[src/rtl/irs_pkg.sv]
/*
  irs_pkg: register offsets, field positions, reset values, timing counts
  and the sequencer state type of the interrupt and reset-cause block.
  assumes a 125 MHz pclk and four pclk phases per instruction cycle.
*/
package irs_pkg;

  localparam int          PC_W          = 13;
  localparam int          STACK_DEPTH   = 8;
  localparam int          SP_W          = 3;

  localparam logic [7:0]  OFF_PWR       = 8'h00;
  localparam logic [7:0]  OFF_STATUS    = 8'h04;
  localparam logic [7:0]  OFF_IRQ_CONTROL_REG    = 8'h08;
  localparam logic [7:0]  OFF_OPTION    = 8'h0C;
  localparam logic [7:0]  OFF_PFLAG     = 8'h10;
  localparam logic [7:0]  OFF_PEN       = 8'h14;
  localparam logic [7:0]  OFF_PC        = 8'h18;

  localparam logic [PC_W-1:0] RESET_VECTOR = 13'h0000;
  localparam logic [PC_W-1:0] IRQ_VECTOR   = 13'h0004;

  localparam logic [7:0]  STATUS_POR    = 8'h18;
  localparam logic [7:0]  STATUS_KEEP_MASTER_CLEAR_RESET = 8'h1F;
  localparam logic [7:0]  STATUS_KEEP_WDT  = 8'h0F;
  localparam logic [7:0]  STATUS_SW_MASK   = 8'hE7;
  localparam int          STAT_TO_BIT   = 4;
  localparam int          STAT_PD_BIT   = 3;

  localparam int          PWR_OT_BIT    = 2;
  localparam int          PWR_POR_BIT   = 1;
  localparam logic        PWR_OT_POR    = 1'b1;
  localparam logic        PWR_POR_POR   = 1'b0;

  localparam logic [7:0]  IRQ_CONTROL_REG_POR    = 8'h00;
  localparam int          IC_GIE        = 7;
  localparam int          IC_PERIPH_IRQ_ENABLE       = 6;
  localparam int          IC_T0IE       = 5;
  localparam int          IC_EXT_EDGE_ENABLE       = 4;
  localparam int          IC_IOCE       = 3;
  localparam int          IC_T0IF       = 2;
  localparam int          IC_EXT_EDGE_FLAG       = 1;
  localparam int          IC_IOCF       = 0;

  localparam int          OPT_EDGE_BIT  = 0;
  localparam int          OPT_ANA_BIT   = 1;
  localparam logic [1:0]  OPTION_POR    = 2'h3;

  localparam logic [1:0]  Q1_PHASE      = 2'h0;
  localparam logic [1:0]  LAT_EXTRA_TCY = 2'h2;

  typedef enum logic [1:0] {
    IRS_RUN     = 2'b00,
    IRS_LATENCY = 2'b01,
    IRS_SLEEP   = 2'b10
  } irs_state_t;

endpackage

[src/rtl/irs_sync.sv]
/*
  irs_sync: two-stage synchroniser for one level.
  assumes the input may change at any time relative to clk.
*/
`timescale 1ns/100ps
`default_nettype none
module irs_sync (
  input  wire logic clk,
  input  wire logic rst_n,
  input  wire logic din,
  output logic      dout
);
  logic meta_q;

  always_ff @(posedge clk or negedge rst_n) begin
    if (!rst_n) begin
      meta_q <= 1'b0;
      dout   <= 1'b0;
    end else begin
      meta_q <= din;
      dout   <= meta_q;
    end
  end
endmodule // irs_sync
`default_nettype wire

[src/rtl/irs_top.sv]
/*
  irs_top: interrupt control, vectoring, sleep/wake and reset-cause flags
  with an APB slave for its registers.
  assumes core event inputs are one-pclk pulses synchronous to pclk and
  that presetn low is the power-on reset.
*/
// How it works
// - power-on: pc zero, status 0001 1xxx, power-up flag cleared; watchdog 0000 uuuu
// - master clear awake: pc zero, upper three status bits cleared
// - master clear asleep: pc zero, timeout high, power-down low
// - watchdog wake: pc plus one, timeout and power-down both low
// - interrupt wake: pc plus one, timeout high, power-down low
// - wake with global enable: run next instruction, then vector to 0004h
// - unimplemented status and power control bits read zero
// - overtemperature reset clears bit 2; software writes it back to one
// - power-on clears bit 1; software sets it back to one
// - global enable gates every individually enabled interrupt
// - every reset clears the global enable
// - taking an interrupt clears enable, pushes return, loads 0004h
// - events during service still set flags but do not vector
// - interrupts skipped after enable cleared stay pending until re-enabled
// - return instruction pops address, restores context, sets enable
// - pin event to vector takes three to four instruction cycles
// - external pin edge polarity chosen by the polarity select bit
// - valid edge sets external flag; its enable gates the interrupt
// - external edge wakes from sleep when its enable is set
// - analog-selected pin reads zero and never interrupts
// - power-on sets both power-down and timeout flags
// - peripheral interrupts also need the peripheral enable bit
`timescale 1ns/100ps
`default_nettype none
module irs_top
  import irs_pkg::*;
(
  input  wire logic            pclk,
  input  wire logic            presetn,
  input  wire logic            psel,
  input  wire logic            penable,
  input  wire logic            pwrite,
  input  wire logic [7:0]      paddr,
  input  wire logic [31:0]     pwdata,
  output logic                 pready,
  output logic [31:0]          prdata,
  output logic                 pslverr,
  input  wire logic            port_a_bit2,
  input  wire logic            master_clear_reset,
  input  wire logic            wdt_timeout,
  input  wire logic            overtemp_reset,
  input  wire logic            instr_retire,
  input  wire logic            sleep_instr,
  input  wire logic            return_from_irq_instr,
  input  wire logic            tmr0_overflow,
  input  wire logic            pin_change_irq,
  input  wire logic [7:0]      periph_irq_set,
  output logic [PC_W-1:0]      pc_out,
  output logic                 irq_vectored,
  output logic                 ctx_restore,
  output logic                 core_reset,
  output logic                 sleep_active,
  output logic                 port_a_bit2_rd
);

  typedef struct packed {
    logic [7:0]                       status;
    logic                             ot_flag;
    logic                             por_flag;
    logic [7:0]                       irq_control_reg;
    logic [1:0]                       option;
    logic [7:0]                       pflag;
    logic [7:0]                       pen;
    logic [PC_W-1:0]                  pc;
    logic [STACK_DEPTH-1:0][PC_W-1:0] stack;
    logic [SP_W-1:0]                  sp;
    irs_state_t                       state;
    logic [1:0]                       lat_cnt;
    logic [1:0]                       qph;
    logic                             pin_prev;
    logic [31:0]                      rdata;
    logic                             slverr;
    logic                             vec_pulse;
    logic                             rst_pulse;
    logic                             restore_pulse;
  } irs_regs_t;

  irs_regs_t q;
  irs_regs_t d;

  logic pin_digital;
  logic pin_sync;
  logic edge_seen;
  logic q1;
  logic irq_req;
  logic wr_acc;
  logic rd_setup;
  logic mapped;
  logic [7:0] wbyte;

  assign pin_digital = port_a_bit2 & ~q.option[OPT_ANA_BIT];

  irs_sync u_pin_sync (
    .clk   (pclk),
    .rst_n (presetn),
    .din   (pin_digital),
    .dout  (pin_sync)
  );

  assign pready   = psel & penable;
  assign prdata   = q.rdata;
  assign pslverr  = q.slverr & psel & penable;
  assign pc_out   = q.pc;
  assign irq_vectored = q.vec_pulse;
  assign ctx_restore  = q.restore_pulse;
  assign core_reset   = q.rst_pulse;
  assign sleep_active = (q.state == IRS_SLEEP);
  assign port_a_bit2_rd = pin_sync;

  assign wr_acc   = psel & penable & pwrite;
  assign rd_setup = psel & ~penable;
  assign wbyte    = pwdata[7:0];

  always_comb begin
    case (paddr)
      OFF_PWR, OFF_STATUS, OFF_IRQ_CONTROL_REG, OFF_OPTION,
      OFF_PFLAG, OFF_PEN, OFF_PC: mapped = 1'b1;
      default:                    mapped = 1'b0;
    endcase
  end

  // edge select on the synchronised pin
  assign edge_seen = q.option[OPT_EDGE_BIT] ? (pin_sync & ~q.pin_prev)
                                            : (~pin_sync & q.pin_prev);

  // request from any individually enabled source
  assign irq_req = (q.irq_control_reg[IC_T0IE] & q.irq_control_reg[IC_T0IF])
                 | (q.irq_control_reg[IC_EXT_EDGE_ENABLE] & q.irq_control_reg[IC_EXT_EDGE_FLAG])
                 | (q.irq_control_reg[IC_IOCE] & q.irq_control_reg[IC_IOCF])
                 | (q.irq_control_reg[IC_PERIPH_IRQ_ENABLE] & (|(q.pflag & q.pen)));

  assign q1 = (q.qph == Q1_PHASE);

  always_comb begin
    d               = q;
    d.vec_pulse     = 1'b0;
    d.rst_pulse     = 1'b0;
    d.restore_pulse = 1'b0;
    d.qph           = q.qph + 2'h1;
    d.pin_prev      = pin_sync;

    // register reads, sampled in the setup phase
    if (rd_setup) begin
      d.slverr = ~mapped;
      case (paddr)
        OFF_PWR:    d.rdata = {29'h0, q.ot_flag, q.por_flag, 1'b0};
        OFF_STATUS: d.rdata = {24'h0, q.status};
        OFF_IRQ_CONTROL_REG: d.rdata = {24'h0, q.irq_control_reg};
        OFF_OPTION: d.rdata = {30'h0, q.option};
        OFF_PFLAG:  d.rdata = {24'h0, q.pflag};
        OFF_PEN:    d.rdata = {24'h0, q.pen};
        OFF_PC:     d.rdata = {19'h0, q.pc};
        default:    d.rdata = 32'h0;
      endcase
    end

    // register writes at the access edge
    if (wr_acc) begin
      case (paddr)
        OFF_PWR: begin
          d.ot_flag  = wbyte[PWR_OT_BIT];
          d.por_flag = wbyte[PWR_POR_BIT];
        end
        OFF_STATUS: d.status = (q.status & ~STATUS_SW_MASK)
                             | (wbyte & STATUS_SW_MASK);
        OFF_IRQ_CONTROL_REG: d.irq_control_reg = wbyte;
        OFF_OPTION: d.option = wbyte[1:0];
        OFF_PFLAG:  d.pflag  = wbyte;
        OFF_PEN:    d.pen    = wbyte;
        default:    d.irq_control_reg = d.irq_control_reg;
      endcase
    end

    // hardware flag sets win over a software clear in the same cycle
    if (edge_seen) begin
      d.irq_control_reg[IC_EXT_EDGE_FLAG] = 1'b1;
    end
    if (tmr0_overflow) begin
      d.irq_control_reg[IC_T0IF] = 1'b1;
    end
    if (pin_change_irq) begin
      d.irq_control_reg[IC_IOCF] = 1'b1;
    end
    d.pflag = d.pflag | periph_irq_set;

    // instruction flow and interrupt sequencing
    case (q.state)
      IRS_RUN: begin
        if (instr_retire) begin
          d.pc = q.pc + 13'h0001;
        end
        if (return_from_irq_instr) begin
          d.sp  = q.sp - 3'h1;
          d.pc  = q.stack[q.sp - 3'h1];
          d.irq_control_reg[IC_GIE] = 1'b1;
          d.restore_pulse  = 1'b1;
        end else if (sleep_instr) begin
          d.state = IRS_SLEEP;
          d.status[STAT_TO_BIT] = 1'b1;
          d.status[STAT_PD_BIT] = 1'b0;
        end else if (q1 && irq_req && q.irq_control_reg[IC_GIE]) begin
          d.state   = IRS_LATENCY;
          d.lat_cnt = 2'h0;
        end
      end
      IRS_LATENCY: begin
        if (instr_retire) begin
          d.pc = q.pc + 13'h0001;
        end
        if (!q.irq_control_reg[IC_GIE]) begin
          d.state = IRS_RUN;
        end else if (q1) begin
          if (q.lat_cnt == LAT_EXTRA_TCY - 2'h1) begin
            d.stack[q.sp]    = instr_retire ? q.pc + 13'h0001 : q.pc;
            d.sp             = q.sp + 3'h1;
            d.pc             = IRQ_VECTOR;
            d.irq_control_reg[IC_GIE] = 1'b0;
            d.vec_pulse      = 1'b1;
            d.state          = IRS_RUN;
          end else begin
            d.lat_cnt = q.lat_cnt + 2'h1;
          end
        end
      end
      IRS_SLEEP: begin
        if (wdt_timeout) begin
          d.pc    = q.pc + 13'h0001;
          d.status[STAT_TO_BIT] = 1'b0;
          d.status[STAT_PD_BIT] = 1'b0;
          d.state = IRS_RUN;
        end else if (irq_req) begin
          d.pc    = q.pc + 13'h0001;
          d.status[STAT_TO_BIT] = 1'b1;
          d.status[STAT_PD_BIT] = 1'b0;
          d.state   = q.irq_control_reg[IC_GIE] ? IRS_LATENCY : IRS_RUN;
          d.lat_cnt = 2'h0;
        end
      end
      default: begin
        d.state = IRS_RUN;
      end
    endcase

    // warm resets override the pc, stack pointer, global enable, state and vector pulse set above
    if (overtemp_reset || master_clear_reset ||
        (wdt_timeout && q.state != IRS_SLEEP)) begin
      d.pc             = RESET_VECTOR;
      d.sp             = 3'h0;
      d.irq_control_reg[IC_GIE] = 1'b0;
      d.state          = IRS_RUN;
      d.rst_pulse      = 1'b1;
      d.vec_pulse      = 1'b0;
      if (overtemp_reset) begin
        d.ot_flag = 1'b0;
      end
      if (master_clear_reset && q.state == IRS_SLEEP) begin
        d.status = q.status & STATUS_KEEP_MASTER_CLEAR_RESET;
        d.status[STAT_TO_BIT] = 1'b1;
        d.status[STAT_PD_BIT] = 1'b0;
      end else if (master_clear_reset) begin
        d.status = q.status & STATUS_KEEP_MASTER_CLEAR_RESET;
      end else if (wdt_timeout) begin
        d.status = q.status & STATUS_KEEP_WDT;
      end
    end
  end

  always_ff @(posedge pclk or negedge presetn) begin
    if (!presetn) begin
      q          <= '0;
      q.status   <= STATUS_POR;
      q.ot_flag  <= PWR_OT_POR;
      q.por_flag <= PWR_POR_POR;
      q.irq_control_reg   <= IRQ_CONTROL_REG_POR;
      q.option   <= OPTION_POR;
      q.pc       <= RESET_VECTOR;
      q.state    <= IRS_RUN;
    end else begin
      q <= d;
    end
  end

endmodule // irs_top
`default_nettype wire

[config.mk]
export PLATFORM = sky130hd
export DESIGN_NAME = irs_top
export DESIGN_NICKNAME = d
export VERILOG_FILES = /design/src/rtl/irs_pkg.sv /design/src/rtl/irs_sync.sv /design/src/rtl/irs_top.sv
export SDC_FILE = /design/constraint.sdc
export NUM_CORES = 1
export LEC_CHECK = 0
export ABC_AREA = 1
export BUFFER_PORTS_ARGS = -buffer_cell sky130_fd_sc_hd__buf_2
export CORE_MARGIN = 10
export CORE_UTILIZATION = 48
export CTS_CLUSTER_SIZE = 30
export DETAILED_ROUTE_END_ITERATION = 10
export MAX_ROUTING_LAYER = met4
export PLACE_DENSITY = 0.68
export SYNTH_ARGS = -nofsm -noshare
export SYNTH_HDL_FRONTEND = slang
export SYNTH_SLANG_ARGS = --single-unit
[constraint.sdc]
create_clock -name pclk -period 5.2 [get_ports pclk]
set_input_delay 1.04 -clock pclk [delete_from_list [all_inputs] [get_ports pclk]]
set_output_delay 1.04 -clock pclk [all_outputs]
set_load 0.01 [all_outputs]
==> Yosys cells after proc, flatten, opt, wreduce, memory -nomap -nowiden <==
Index checks and enable logic that the tools add are counted.
{ "totals": {"regBits": 201, "out_inout_bits": 52, "elab_cells": 199} }
{ "classes": {"order_cmp": 3, "n_mux": 66, "addsub": 5, "reduce_logical": 35, "eq_ne": 32, "n_bitwise": 23} }
{ "op_table": {"columns": ["cell", "count"], "rows": [
  ["two-way mux 124 bit", 1],
  ["two-way mux 122 bit", 1],
  ["two-way mux 120 bit", 1],
  ["bitwise mux 104 bit", 1],
  ["two-way mux 13 bit", 7],
  ["case mux 13 bit (7 select lines)", 1],
  ["two-way mux 8 bit", 7],
  ["binary-select mux 13 bit (select 3 bit)", 1],
  ["demux 13 bit (select 3 bit)", 1],
  ["case mux 13 bit (3 select lines)", 1],
  ["two-way mux 36 bit", 1],
  ["two-way mux 2 bit", 14],
  ["equality test 8 x 5 -> 1 bit (second input constant)", 3],
  ["!= test 2 bit (second input constant)", 11],
  ["two-way mux 1 bit", 18],
  ["AND reduction 2 bit", 9],
  ["equality test 8 x 4 -> 1 bit (second input constant)", 2],
  ["!= test 3 bit (second input constant)", 5],
  ["adder 13 x 1 -> 13 bit (second input constant)", 1],
  ["bitwise AND 1 bit", 12],
  ["two-way mux 4 bit", 3],
  ["!= test 4 bit (second input constant)", 3],
  ["case mux 2 bit (3 select lines)", 2],
  ["nonzero test 2 bit", 6],
  ["34 further kinds", 52]
]} }

==> Logic depth before layout (Yosys ltp) <==
Gate-level depths: netlist (run 1).
{ "logic_depth": {"depth_word": 11, "mapped_depth": 15} }

==> By module <==
Synthesis (run 1) repeated with hierarchy kept, for this count alone.
{ "unflattened": {"hier_cells": 1283, "area_unflattened_um2": 9880.7} }
{ "modules_own_cells": {"columns": ["mod", "instances", "cells_per_inst", "area_per_inst_um2", "seq_area_each_um2"], "rows": [
  ["irs_top", 1, 1281, 9830.7, 4510.6],
  ["irs_sync", 1, 2, 50.0, 50.0]
]} }

==> Worst setup path before layout (run 1) <==
OpenSTA, ideal clock, no wires.
{ "synth_timing": {"path_kind": "input-to-output", "start": "in psel", "end": "out pslverr", "required_ns": 4.160, "arrival_ns": 1.251, "path_stages": 2, "path_buffers": 0, "slack_ns": 2.909, "path_cell_list": "nand2_1 > nor2_1"} }
{ "synth_between": {"elab_chain_len": 2} }
{ "synth_rtl": {"columns": ["item", "line_no", "text"], "rows": [
  ["from (decl)", "irs_top.sv:37", "input wire logic psel,"],
  ["bitwise AND 1 bit (2 in a row)", "irs_top.sv:109", "assign pslverr = q.slverr & psel & penable;"],
  ["to (decl)", "irs_top.sv:44", "output logic pslverr,"]
]} }
Every way passes these cells.

==> Final worst setup path (run 1) <==
{ "layout_timing": {"start": "reg q[41] (netlist name)", "end": "out sleep_active"} }
{ "layout_between": {"elab_chain_len": 1} }
{ "layout_rtl": {"columns": ["item", "line_no", "text"], "rows": [
  ["from (decl)", "irs_top.sv:85", "irs_regs_t q;"],
  ["equality test 2 bit", "irs_top.sv:114", "assign sleep_active = (q.state == IRS_SLEEP);"],
  ["to (decl)", "irs_top.sv:59", "output logic sleep_active,"]
]} }
Every way passes these cells.

==> impl_results.html, run 1 <==
<table>
<tr><th>Metric</th><th>Value</th></tr>
<tr><th colspan="2">Outcome</th></tr>
<tr><td>Run status</td><td>finished clean</td></tr>
<tr><th colspan="2">Worst setup path</th></tr>
<tr><td>Startpoint of the worst-slack reg-to-reg timing path</td><td>q[43]</td></tr>
<tr><td>Depth of the most critical reg-to-reg path</td><td>12</td></tr>
<tr><td>Worst setup startpoint</td><td>q[41]</td></tr>
<tr><td>Minimum setup slack among reg-to-reg paths</td><td>2340 ps</td></tr>
<tr><td>Endpoint of the worst register-to-register path</td><td>pc_out[5]</td></tr>
<tr><td>Startpoint class of the critical path</td><td>flip-flop</td></tr>
<tr><td>Capturing element of the worst setup path</td><td>sleep_active</td></tr>
<tr><td>Bufs and invs on worst path</td><td>2</td></tr>
<tr><td>Largest stage delay on the critical path</td><td>between 700 and 800 ps</td></tr>
<tr><td>Req. time, crit path</td><td>around 4200 ps</td></tr>
<tr><td>Largest fanout on the critical path</td><td>18</td></tr>
<tr><td>Kind of cell adding the most delay to the critical path</td><td>adder cells</td></tr>
<tr><td>Class of the most critical setup path</td><td>flip-flop to primary output</td></tr>
<tr><td>Stages on worst setup path</td><td>3</td></tr>
<tr><td>Data arrival at the endpoint of the critical path</td><td>around 2000 ps</td></tr>
<tr><td>Type of destination of the critical path</td><td>primary output</td></tr>
<tr><td>Slowest CP cell</td><td>sky130_fd_sc_hd__ha_1</td></tr>
<tr><td>Ordered list of cells on the worst path</td><td>inv_1, ha_1, buf_2</td></tr>
<tr><th colspan="2">Timing</th></tr>
<tr><td>Final setup violation count</td><td>0</td></tr>
<tr><td>Minimum period implied by the final worst setup slack</td><td>2990 ps</td></tr>
<tr><td>Post-Route Skew</td><td>17.7 ps</td></tr>
<tr><td>Fraction of the cycle the final worst path needs</td><td>57.5%</td></tr>
<tr><td>Hold Slack</td><td>357 ps</td></tr>
<tr><td>Transition at the pin with the smallest max-transition slack</td><td>946 ps</td></tr>
<tr><td>Sum Neg Setup Slack</td><td>0 ps</td></tr>
<tr><td>Relative slew slack</td><td>36.9%</td></tr>
<tr><td>Number of hold violations in the final report</td><td>0</td></tr>
<tr><td>Setup repair after global routing missed its margin</td><td>no</td></tr>
<tr><td>Max Slew Vio Count</td><td>0</td></tr>
<tr><td>Fmax</td><td>334 MHz</td></tr>
<tr><th colspan="2">Floorplan</th></tr>
<tr><td># IOs</td><td>between 100 and 150</td></tr>
<tr><td>Overall die area</td><td>26700 sq um</td></tr>
<tr><td>Effective utilization at floorplan</td><td>around half</td></tr>
<tr><td>Rows</td><td>52</td></tr>
<tr><td>Placeable Area</td><td>between 20000 and 25000 sq um</td></tr>
<tr><td>Chip Width</td><td>163 microns</td></tr>
<tr><td>Height of the chip</td><td>163 microns</td></tr>
<tr><th colspan="2">Synth</th></tr>
<tr><td>Post-synthesis register bit count</td><td>182</td></tr>
<tr><td>Total of warnings raised by yosys</td><td>0</td></tr>
<tr><td>Fraction of registers with async set/reset</td><td>100%</td></tr>
<tr><td>Top-area cell type share of the netlist area</td><td>44.8%</td></tr>
<tr><td>Post-Syn Area per Cell</td><td>7.70 sq um</td></tr>
<tr><td>Post-synthesis cell count</td><td>approximately 1300</td></tr>
<tr><td>Area leader, netlist</td><td>sky130_fd_sc_hd__dfrtp_1</td></tr>
<tr><td>Synth unique cells</td><td>47</td></tr>
<tr><td>Largest cells by area after synthesis</td><td>sky130_fd_sc_hd__dfrtp_1, sky130_fd_sc_hd__nand2_1, sky130_fd_sc_hd__o21ai_0</td></tr>
<tr><td>Count of flip-flops with a built-in enable after synthesis</td><td>0</td></tr>
<tr><td>Post-Syn Area</td><td>9880 sq um</td></tr>
<tr><td>Sequential fraction of the synthesis area</td><td>between 40 and 50%</td></tr>
<tr><td>Most instantiated flip-flop cell in the synthesis netlist</td><td>sky130_fd_sc_hd__dfrtp_1</td></tr>
<tr><th colspan="2">CTS</th></tr>
<tr><td>Number of post-CTS setup repair buffers</td><td>0</td></tr>
<tr><td>Number of sinks driven by the clock tree</td><td>182</td></tr>
<tr><td>CTS resizes</td><td>0</td></tr>
<tr><td>Worst skew pair latency</td><td>440 ps</td></tr>
<tr><td>Cts bufs inserted</td><td>17</td></tr>
<tr><td>Clock H-tree levels</td><td>4</td></tr>
<tr><td>Max Buffers Root-to-Sink</td><td>2</td></tr>
<tr><td>TritonCTS clock tree</td><td>built</td></tr>
<tr><td>Reg clk slew, reported paths</td><td>around 80 ps</td></tr>
<tr><td>Hold_buf cts</td><td>0</td></tr>
<tr><td>Root buf cell</td><td>sky130_fd_sc_hd__clkbuf_16</td></tr>
<tr><th colspan="2">Placement</th></tr>
<tr><td>Placer congestion estimate</td><td>0.925</td></tr>
<tr><td>Cell count after placement</td><td>1545</td></tr>
<tr><td>Total placed instance area</td><td>~10000 sq um</td></tr>
<tr><td>Port Buffers</td><td>70</td></tr>
<tr><td>HPWL after DPL</td><td>18200 microns</td></tr>
<tr><th colspan="2">Power and ir drop</th></tr>
<tr><td>IR drop worst, VDD</td><td>0.227 mV</td></tr>
<tr><td>Leak pwr</td><td>0.00522 uW</td></tr>
<tr><td>Overall power consumption</td><td>3150 uW</td></tr>
<tr><td>Total power density per cell area</td><td>roughly 290 nW/um^2</td></tr>
<tr><th colspan="2">Routing</th></tr>
<tr><td>Number of DRC markers in iteration 0</td><td>634</td></tr>
<tr><td>Number of detailed-routing iterations run before antenna repair</td><td>7</td></tr>
<tr><td>Total wirelength of the detailed-routed design</td><td>around 27000 microns</td></tr>
<tr><td>Post-detailed-route DRC marker count</td><td>0</td></tr>
<tr><td>Final ANT Viol Nets</td><td>0</td></tr>
<tr><td>Vias after detailed routing</td><td>8549</td></tr>
<tr><td>Detailed-route vias per instance</td><td>approximately 5.4</td></tr>
<tr><td>Post-detailed-route wirelength per cell</td><td>around 17 microns</td></tr>
<tr><th colspan="2">Global route</th></tr>
<tr><td>Number of antenna violations at the first check in global routing</td><td>0</td></tr>
<tr><td>Residual overflow from global routing</td><td>0</td></tr>
<tr><td>Via count of the first global-routing pass</td><td>8089</td></tr>
<tr><td>Overall routing resource usage</td><td>20.6%</td></tr>
<tr><td>First-pass GRT wire length</td><td>approximately 43000 microns</td></tr>
<tr><td>Maximum number of pins on one net before global-route repair</td><td>114</td></tr>
<tr><th colspan="2">Finish</th></tr>
<tr><td>Most frequent cells in the layout</td><td>sky130_fd_sc_hd__nand2_1, sky130_fd_sc_hd__dfrtp_1, sky130_fd_sc_hd__o21ai_0</td></tr>
<tr><td>Count of non-filler cells in the finished layout</td><td>1577</td></tr>
<tr><td>Share of post-route cells with drive strength above 1</td><td>11.7%</td></tr>
<tr><td>Post-route cell area</td><td>10700 sq um</td></tr>
<tr><td>Area Overhead vs Synth</td><td>8.33%</td></tr>
<tr><td>Most common library cell in the layout ignoring fill and taps</td><td>sky130_fd_sc_hd__nand2_1</td></tr>
<tr><td>Antenna diodes</td><td>0</td></tr>
<tr><td>Total number of nets in the final design</td><td>approximately 1400</td></tr>
<tr><th colspan="2">Hold path</th></tr>
<tr><td>Kind of path behind the tightest hold check</td><td>flip-flop to flip-flop</td></tr>
<tr><th colspan="2">Run</th></tr>
<tr><td>Number of max-capacitance violations reported</td><td>0</td></tr>
</table>
[kinds of logic after synthesis]
logic type | Yosys count | synth area share, %
buf+inv | 213 | 10.5
mux | 1 | 0.101
simple gates | 576 | 25.2
fa+ha+maj | 9 | 1.14
other cells | 1 | 0.0380
compound gates | 298 | 16.5
flops | 182 | 46.2
xor+xnor | 3 | 0.342
[layer usage]
layer | GRT usage [%] | part of all wire [%]
met1 | 27.8 | 46
met2 | 30.9 | 46
met3 | 4.40 | 5.9
met4 | 5.61 | 1.6
met5 | - | 0
[stage by stage]
| stage | setup slack (ps) | utilization [%] |
|---|---|---|
| global route | 2070 | 52.9 |
| global placement | 2190 | 49.8 |
| detailed placement | 2190 | 49.8 |
| floorplan | 2910 | - |
| finish | 2210 | 52.9 |
| CTS | 2210 | 52.9 |
[report_power, final]
group,leakage (uW),total [uW],switching [uW],internal (uW)
clock network,0.000306,1370,624,746
logic,0.00303,334,245,89.3
registers,0.00188,1450,19.6,1430
[worst reg2reg max path, delay by kind of cell, from the launching register on]
kind | cells | cell delay (ps)
buffers and inverters | 3 | 1200
adder cells (fa/ha/maj) | 1 | 370
AO/OA/AOI/OAI | 3 | 350
flip-flops | 1 | 410
AND/OR/NAND/NOR | 5 | 480
[synthesized netlist by cell type (7+ instances only)]
library cell,count
sky130_fd_sc_hd__inv_2,8
sky130_fd_sc_hd__o211ai_1,10
sky130_fd_sc_hd__a31oi_1,9
sky130_fd_sc_hd__dfrtp_1,177
sky130_fd_sc_hd__ha_1,9
sky130_fd_sc_hd__o21ai_0,166
sky130_fd_sc_hd__nor2_1,55
sky130_fd_sc_hd__inv_1,99
sky130_fd_sc_hd__buf_2,29
sky130_fd_sc_hd__o21ai_1,23
sky130_fd_sc_hd__clkbuf_1,21
sky130_fd_sc_hd__nand3_1,105
sky130_fd_sc_hd__a21oi_1,57
sky130_fd_sc_hd__o21ai_2,7
sky130_fd_sc_hd__buf_4,49
sky130_fd_sc_hd__nand4_1,8
sky130_fd_sc_hd__nand2_1,383
[worst min-delay path by stage]
stage | start | end | slack (ps) | cells past startpoint
floorplan | u_pin_sync.meta_q | u_pin_sync.dout | 330 | 0
global placement | u_pin_sync.meta_q | u_pin_sync.dout | 340 | 0
detailed placement | u_pin_sync.meta_q | u_pin_sync.dout | 340 | 0
CTS | u_pin_sync.meta_q | u_pin_sync.dout | 360 | 0
global route | u_pin_sync.meta_q | u_pin_sync.dout | 360 | 0
finish | u_pin_sync.meta_q | u_pin_sync.dout | 360 | 0
[cell type report]
| type | count | area, sq um |
|---|---|---|
| fillers | 2018 | 9530 |
| flip-flops and latches | 182 | 4560 |
| multi-input cells | 906 | 4350 |
| clock buffers | 18 | 439 |
| inverters | 111 | 424 |
| repair buffers | 76 | 417 |
| well taps | 270 | 338 |
| clock inverters | 14 | 179 |
Power figures use the tool's default switching activity.
==> run 2: changes to the inputs <==
--- a/config.mk
+++ b/config.mk
@@ -5,7 +5,7 @@
 export SDC_FILE = /design/constraint.sdc
 export NUM_CORES = 1
 export LEC_CHECK = 0
-export ABC_AREA = 1
+export ABC_AREA = 0
 export BUFFER_PORTS_ARGS = -buffer_cell sky130_fd_sc_hd__buf_2
 export CORE_MARGIN = 10
 export CORE_UTILIZATION = 48
==> constraint.sdc (replaced) <==
create_clock -name pclk -period 3.07 [get_ports pclk]
set_input_delay 0.614 -clock pclk [delete_from_list [all_inputs] [get_ports pclk]]
set_output_delay 0.614 -clock pclk [all_outputs]
set_load 0.01 [all_outputs]
==> run 2 against run 1 <==
  * Final cell count down 20%
  * Die area down 1.7%
  * Area after synthesis down 2.0%
  * Critical endpoint is now pc_out[9]
==> impl_results.html, run 2 <==
<table>
<tr><th>Metric</th><th>Value</th></tr>
<tr><th colspan="2">Routing</th></tr>
<tr><td>Number of DRC markers in iteration 0</td><td>~540</td></tr>
<tr><td>Number of detailed-routing iterations run before antenna repair</td><td>5</td></tr>
<tr><td>Detailed-route vias per instance</td><td>5.66</td></tr>
<tr><td>Vias after detailed routing</td><td>7135</td></tr>
<tr><td>Post-detailed-route wirelength per cell</td><td>18.8 microns</td></tr>
<tr><td>Total wirelength of the detailed-routed design</td><td>23700 microns</td></tr>
<tr><td>Final ANT Viol Nets</td><td>0</td></tr>
<tr><td>Post-detailed-route DRC marker count</td><td>0</td></tr>
<tr><th colspan="2">Timing</th></tr>
<tr><td>Fraction of the cycle the final worst path needs</td><td>between 80% and 90%</td></tr>
<tr><td>Transition at the pin with the smallest max-transition slack</td><td>912 ps</td></tr>
<tr><td>Number of hold violations in the final report</td><td>0</td></tr>
<tr><td>Sum Neg Setup Slack</td><td>0 ps</td></tr>
<tr><td>Max Slew Vio Count</td><td>0</td></tr>
<tr><td>Setup repair after global routing missed its margin</td><td>no</td></tr>
<tr><td>Post-Route Skew</td><td>between 10 and 15 ps</td></tr>
<tr><td>Minimum period implied by the final worst setup slack</td><td>2620 ps</td></tr>
<tr><td>Fmax</td><td>382 MHz</td></tr>
<tr><td>Relative slew slack</td><td>slightly below 40%</td></tr>
<tr><td>Hold Slack</td><td>128 ps</td></tr>
<tr><td>Final setup violation count</td><td>0</td></tr>
<tr><th colspan="2">CTS</th></tr>
<tr><td>Clock H-tree levels</td><td>4</td></tr>
<tr><td>TritonCTS clock tree</td><td>built</td></tr>
<tr><td>Hold_buf cts</td><td>0</td></tr>
<tr><td>Number of post-CTS setup repair buffers</td><td>0</td></tr>
<tr><td>Root buf cell</td><td>sky130_fd_sc_hd__clkbuf_16</td></tr>
<tr><td>Max Buffers Root-to-Sink</td><td>2</td></tr>
<tr><td>Number of sinks driven by the clock tree</td><td>182</td></tr>
<tr><td>Reg clk slew, reported paths</td><td>roughly 70 ps</td></tr>
<tr><td>CTS resizes</td><td>0</td></tr>
<tr><td>Worst skew pair latency</td><td>440 ps</td></tr>
<tr><td>Cts bufs inserted</td><td>17</td></tr>
<tr><th colspan="2">Worst setup path</th></tr>
<tr><td>Class of the most critical setup path</td><td>flip-flop to flip-flop</td></tr>
<tr><td>Req. time, crit path</td><td>3440 ps</td></tr>
<tr><td>Type of destination of the critical path</td><td>flip-flop</td></tr>
<tr><td>Data arrival at the endpoint of the critical path</td><td>2990 ps</td></tr>
<tr><td>Startpoint class of the critical path</td><td>flip-flop</td></tr>
<tr><td>Largest fanout on the critical path</td><td>8</td></tr>
<tr><th colspan="2">Floorplan</th></tr>
<tr><td>Rows</td><td>51</td></tr>
<tr><td>Overall die area</td><td>26300 sq um</td></tr>
<tr><td>Height of the chip</td><td>162 microns</td></tr>
<tr><td># IOs</td><td>roughly 110</td></tr>
<tr><td>Chip Width</td><td>between 150 and 200 microns</td></tr>
<tr><td>Placeable Area</td><td>19700 sq um</td></tr>
<tr><td>Effective utilization at floorplan</td><td>49.3%</td></tr>
<tr><th colspan="2">Synth</th></tr>
<tr><td>Most repeated cell in the gate-level netlist after synthesis</td><td>sky130_fd_sc_hd__dfrtp_1</td></tr>
<tr><td>Area leader, netlist</td><td>sky130_fd_sc_hd__dfrtp_1</td></tr>
<tr><td>Fraction of registers with async set/reset</td><td>100%</td></tr>
<tr><td>Post-synthesis cell count</td><td>950</td></tr>
<tr><td>Synth top cells by count</td><td>sky130_fd_sc_hd__dfrtp_1, sky130_fd_sc_hd__nand2_1, sky130_fd_sc_hd__nor2_1, sky130_fd_sc_hd__o21ai_0, sky130_fd_sc_hd__a21oi_1</td></tr>
<tr><td>Top-area cell type share of the netlist area</td><td>45.7%</td></tr>
<tr><td>Sequential fraction of the synthesis area</td><td>roughly 47%</td></tr>
<tr><td>Largest cells by area after synthesis</td><td>sky130_fd_sc_hd__dfrtp_1, sky130_fd_sc_hd__nand2_1, sky130_fd_sc_hd__mux4_2</td></tr>
<tr><td>Count of flip-flops with a built-in enable after synthesis</td><td>0</td></tr>
<tr><td>Most instantiated flip-flop cell in the synthesis netlist</td><td>sky130_fd_sc_hd__dfrtp_1</td></tr>
<tr><td>Synth unique cells</td><td>a little under 80</td></tr>
<tr><td>Post-Syn Area</td><td>9690 sq um</td></tr>
<tr><td>Post-Syn Area per Cell</td><td>10.2 sq um</td></tr>
<tr><td>Post-synthesis register bit count</td><td>182</td></tr>
<tr><td>Total of warnings raised by yosys</td><td>0</td></tr>
<tr><th colspan="2">Outcome</th></tr>
<tr><td>Run status</td><td>finished clean</td></tr>
<tr><th colspan="2">Power and ir drop</th></tr>
<tr><td>Leak pwr</td><td>0.00456 uW</td></tr>
<tr><td>Total power density per cell area</td><td>482 nW/um^2</td></tr>
<tr><td>IR drop worst, VDD</td><td>0.349 mV</td></tr>
<tr><th colspan="2">Finish</th></tr>
<tr><td>Most frequent cells in the layout</td><td>sky130_fd_sc_hd__dfrtp_1, sky130_fd_sc_hd__nand2_1, sky130_fd_sc_hd__nor2_1</td></tr>
<tr><td>FILL cells</td><td>1755</td></tr>
<tr><td>Share of post-route cells with drive strength above 1</td><td>20.3%</td></tr>
<tr><td>Most common library cell in the layout ignoring fill and taps</td><td>sky130_fd_sc_hd__dfrtp_1</td></tr>
<tr><td>Area Overhead vs Synth</td><td>8.90%</td></tr>
<tr><td>Total number of nets in the final design</td><td>1055</td></tr>
<tr><td>Antenna diodes</td><td>0</td></tr>
<tr><th colspan="2">Placement</th></tr>
<tr><td>HPWL after DPL</td><td>between 15000 and 20000 microns</td></tr>
<tr><td>Port Buffers</td><td>70</td></tr>
<tr><td>Placer congestion estimate</td><td>0.884</td></tr>
<tr><th colspan="2">Global route</th></tr>
<tr><td>Overall routing resource usage</td><td>18.7%</td></tr>
<tr><td>First-pass GRT wire length</td><td>38500 microns</td></tr>
<tr><td>Number of antenna violations at the first check in global routing</td><td>0</td></tr>
<tr><td>Via count of the first global-routing pass</td><td>7303</td></tr>
<tr><td>Residual overflow from global routing</td><td>0</td></tr>
<tr><td>Maximum number of pins on one net before global-route repair</td><td>59</td></tr>
<tr><th colspan="2">Run</th></tr>
<tr><td>Number of max-capacitance violations reported</td><td>0</td></tr>
<tr><th colspan="2">Hold path</th></tr>
<tr><td>Kind of path behind the tightest hold check</td><td>input pin to asynchronous set/reset pin</td></tr>
</table>
## run 2: cell types whose count changed in the layout (fill, tap and decap cells not counted), sizes merged, moves of 21 or more
cell	change
inv	-100
buf	+26
mux2	+21
mux4	+25
o21ai	-123
nand2	-241
nand3	-73
nor2	+23
## run 2: final timing paths
| kind | from | endpoint | slack, ps | cells past startpoint |
|---|---|---|---|---|
| worst max-delay path | q[44] | pc_out[9] | 450 | 9 |
| worst min-delay path | presetn | q[176] | 130 | 1 |
| worst max register to register | q[44] | pc_out[9] | 450 | 9 |
| worst min register to register | u_pin_sync.meta_q | u_pin_sync.dout | 350 | 0 |
| max in group asynchronous | presetn | asynchronous set/reset pin | 2070 | 2 |
| min in group pclk | u_pin_sync.meta_q | u_pin_sync.dout | 350 | 0 |
## run 2: report_power, final
part | internal, uW | switching [uW]
logic | 124 | 243
registers | 2420 | 32.1
clock network | 1310 | 962
total | 3850 | 1240
## run 2: kinds of logic (layout without fill, tap and decap cells)
group,after synthesis,count (layout),share of synthesized area [%]
multiplexers,55,55,9.46
buffers and inverters,119,147,8.44
AND/OR/NAND/NOR,335,335,16.9
flip-flops,182,182,47.1
AO/OA/AOI/OAI,230,230,14.8
XOR/XNOR,19,19,2.07
adder cells (fa/ha/maj),9,9,1.16
other,1,19,0.0387
## run 2: critical path, cell delays in order, from the launching register on
cell and delay (ps):
sky130_fd_sc_hd__dfrtp_1 540, sky130_fd_sc_hd__clkinv_1 150, sky130_fd_sc_hd__ha_1 300, sky130_fd_sc_hd__xnor2_1 640, sky130_fd_sc_hd__buf_4 280, sky130_fd_sc_hd__nor4_1 50
sky130_fd_sc_hd__nor4_1 260, sky130_fd_sc_hd__o21ai_1 100, sky130_fd_sc_hd__o311ai_1 90, sky130_fd_sc_hd__a22o_1 160
## run 2: routing by layer
layer,global-route usage (%),wire length [microns],up-vias
met5,-,0,-
met4,6.49,526,0
met3,3.99,1230,39
met2,29.5,11100,184
met1,23.4,10800,3524
li1,-,-,3388
## run 2: layout make-up
| type | instances | area (sq um) | area share, % |
|---|---|---|---|
| Timing Repair Buffer | 101 | 614 | 5.82 |
| Inverter | 15 | 56.3 | 0.534 |
| Tap cell | 265 | 332 | 3.14 |
| Clock buffer | 18 | 439 | 4.16 |
| Sequential cell | 182 | 4560 | 43.3 |
| Multi-Input combinational cell | 667 | 4380 | 41.5 |
| Clock inverter | 13 | 169 | 1.60 |
## run 2: per-stage QoR
step	power, uW	std cells	util (%)	area (sq um)	setup WS, ps
2_1_floorplan	2730	968	-	9750	599
3_3_place_gp	2860	1230	50.6	9940	480
3_5_place_dp	2860	1230	50.6	9940	427
4_1_cts	5120	1261	53.7	10500	409
5_1_grt	5260	1261	53.7	10500	140
6_report	5090	1261	53.7	10500	449
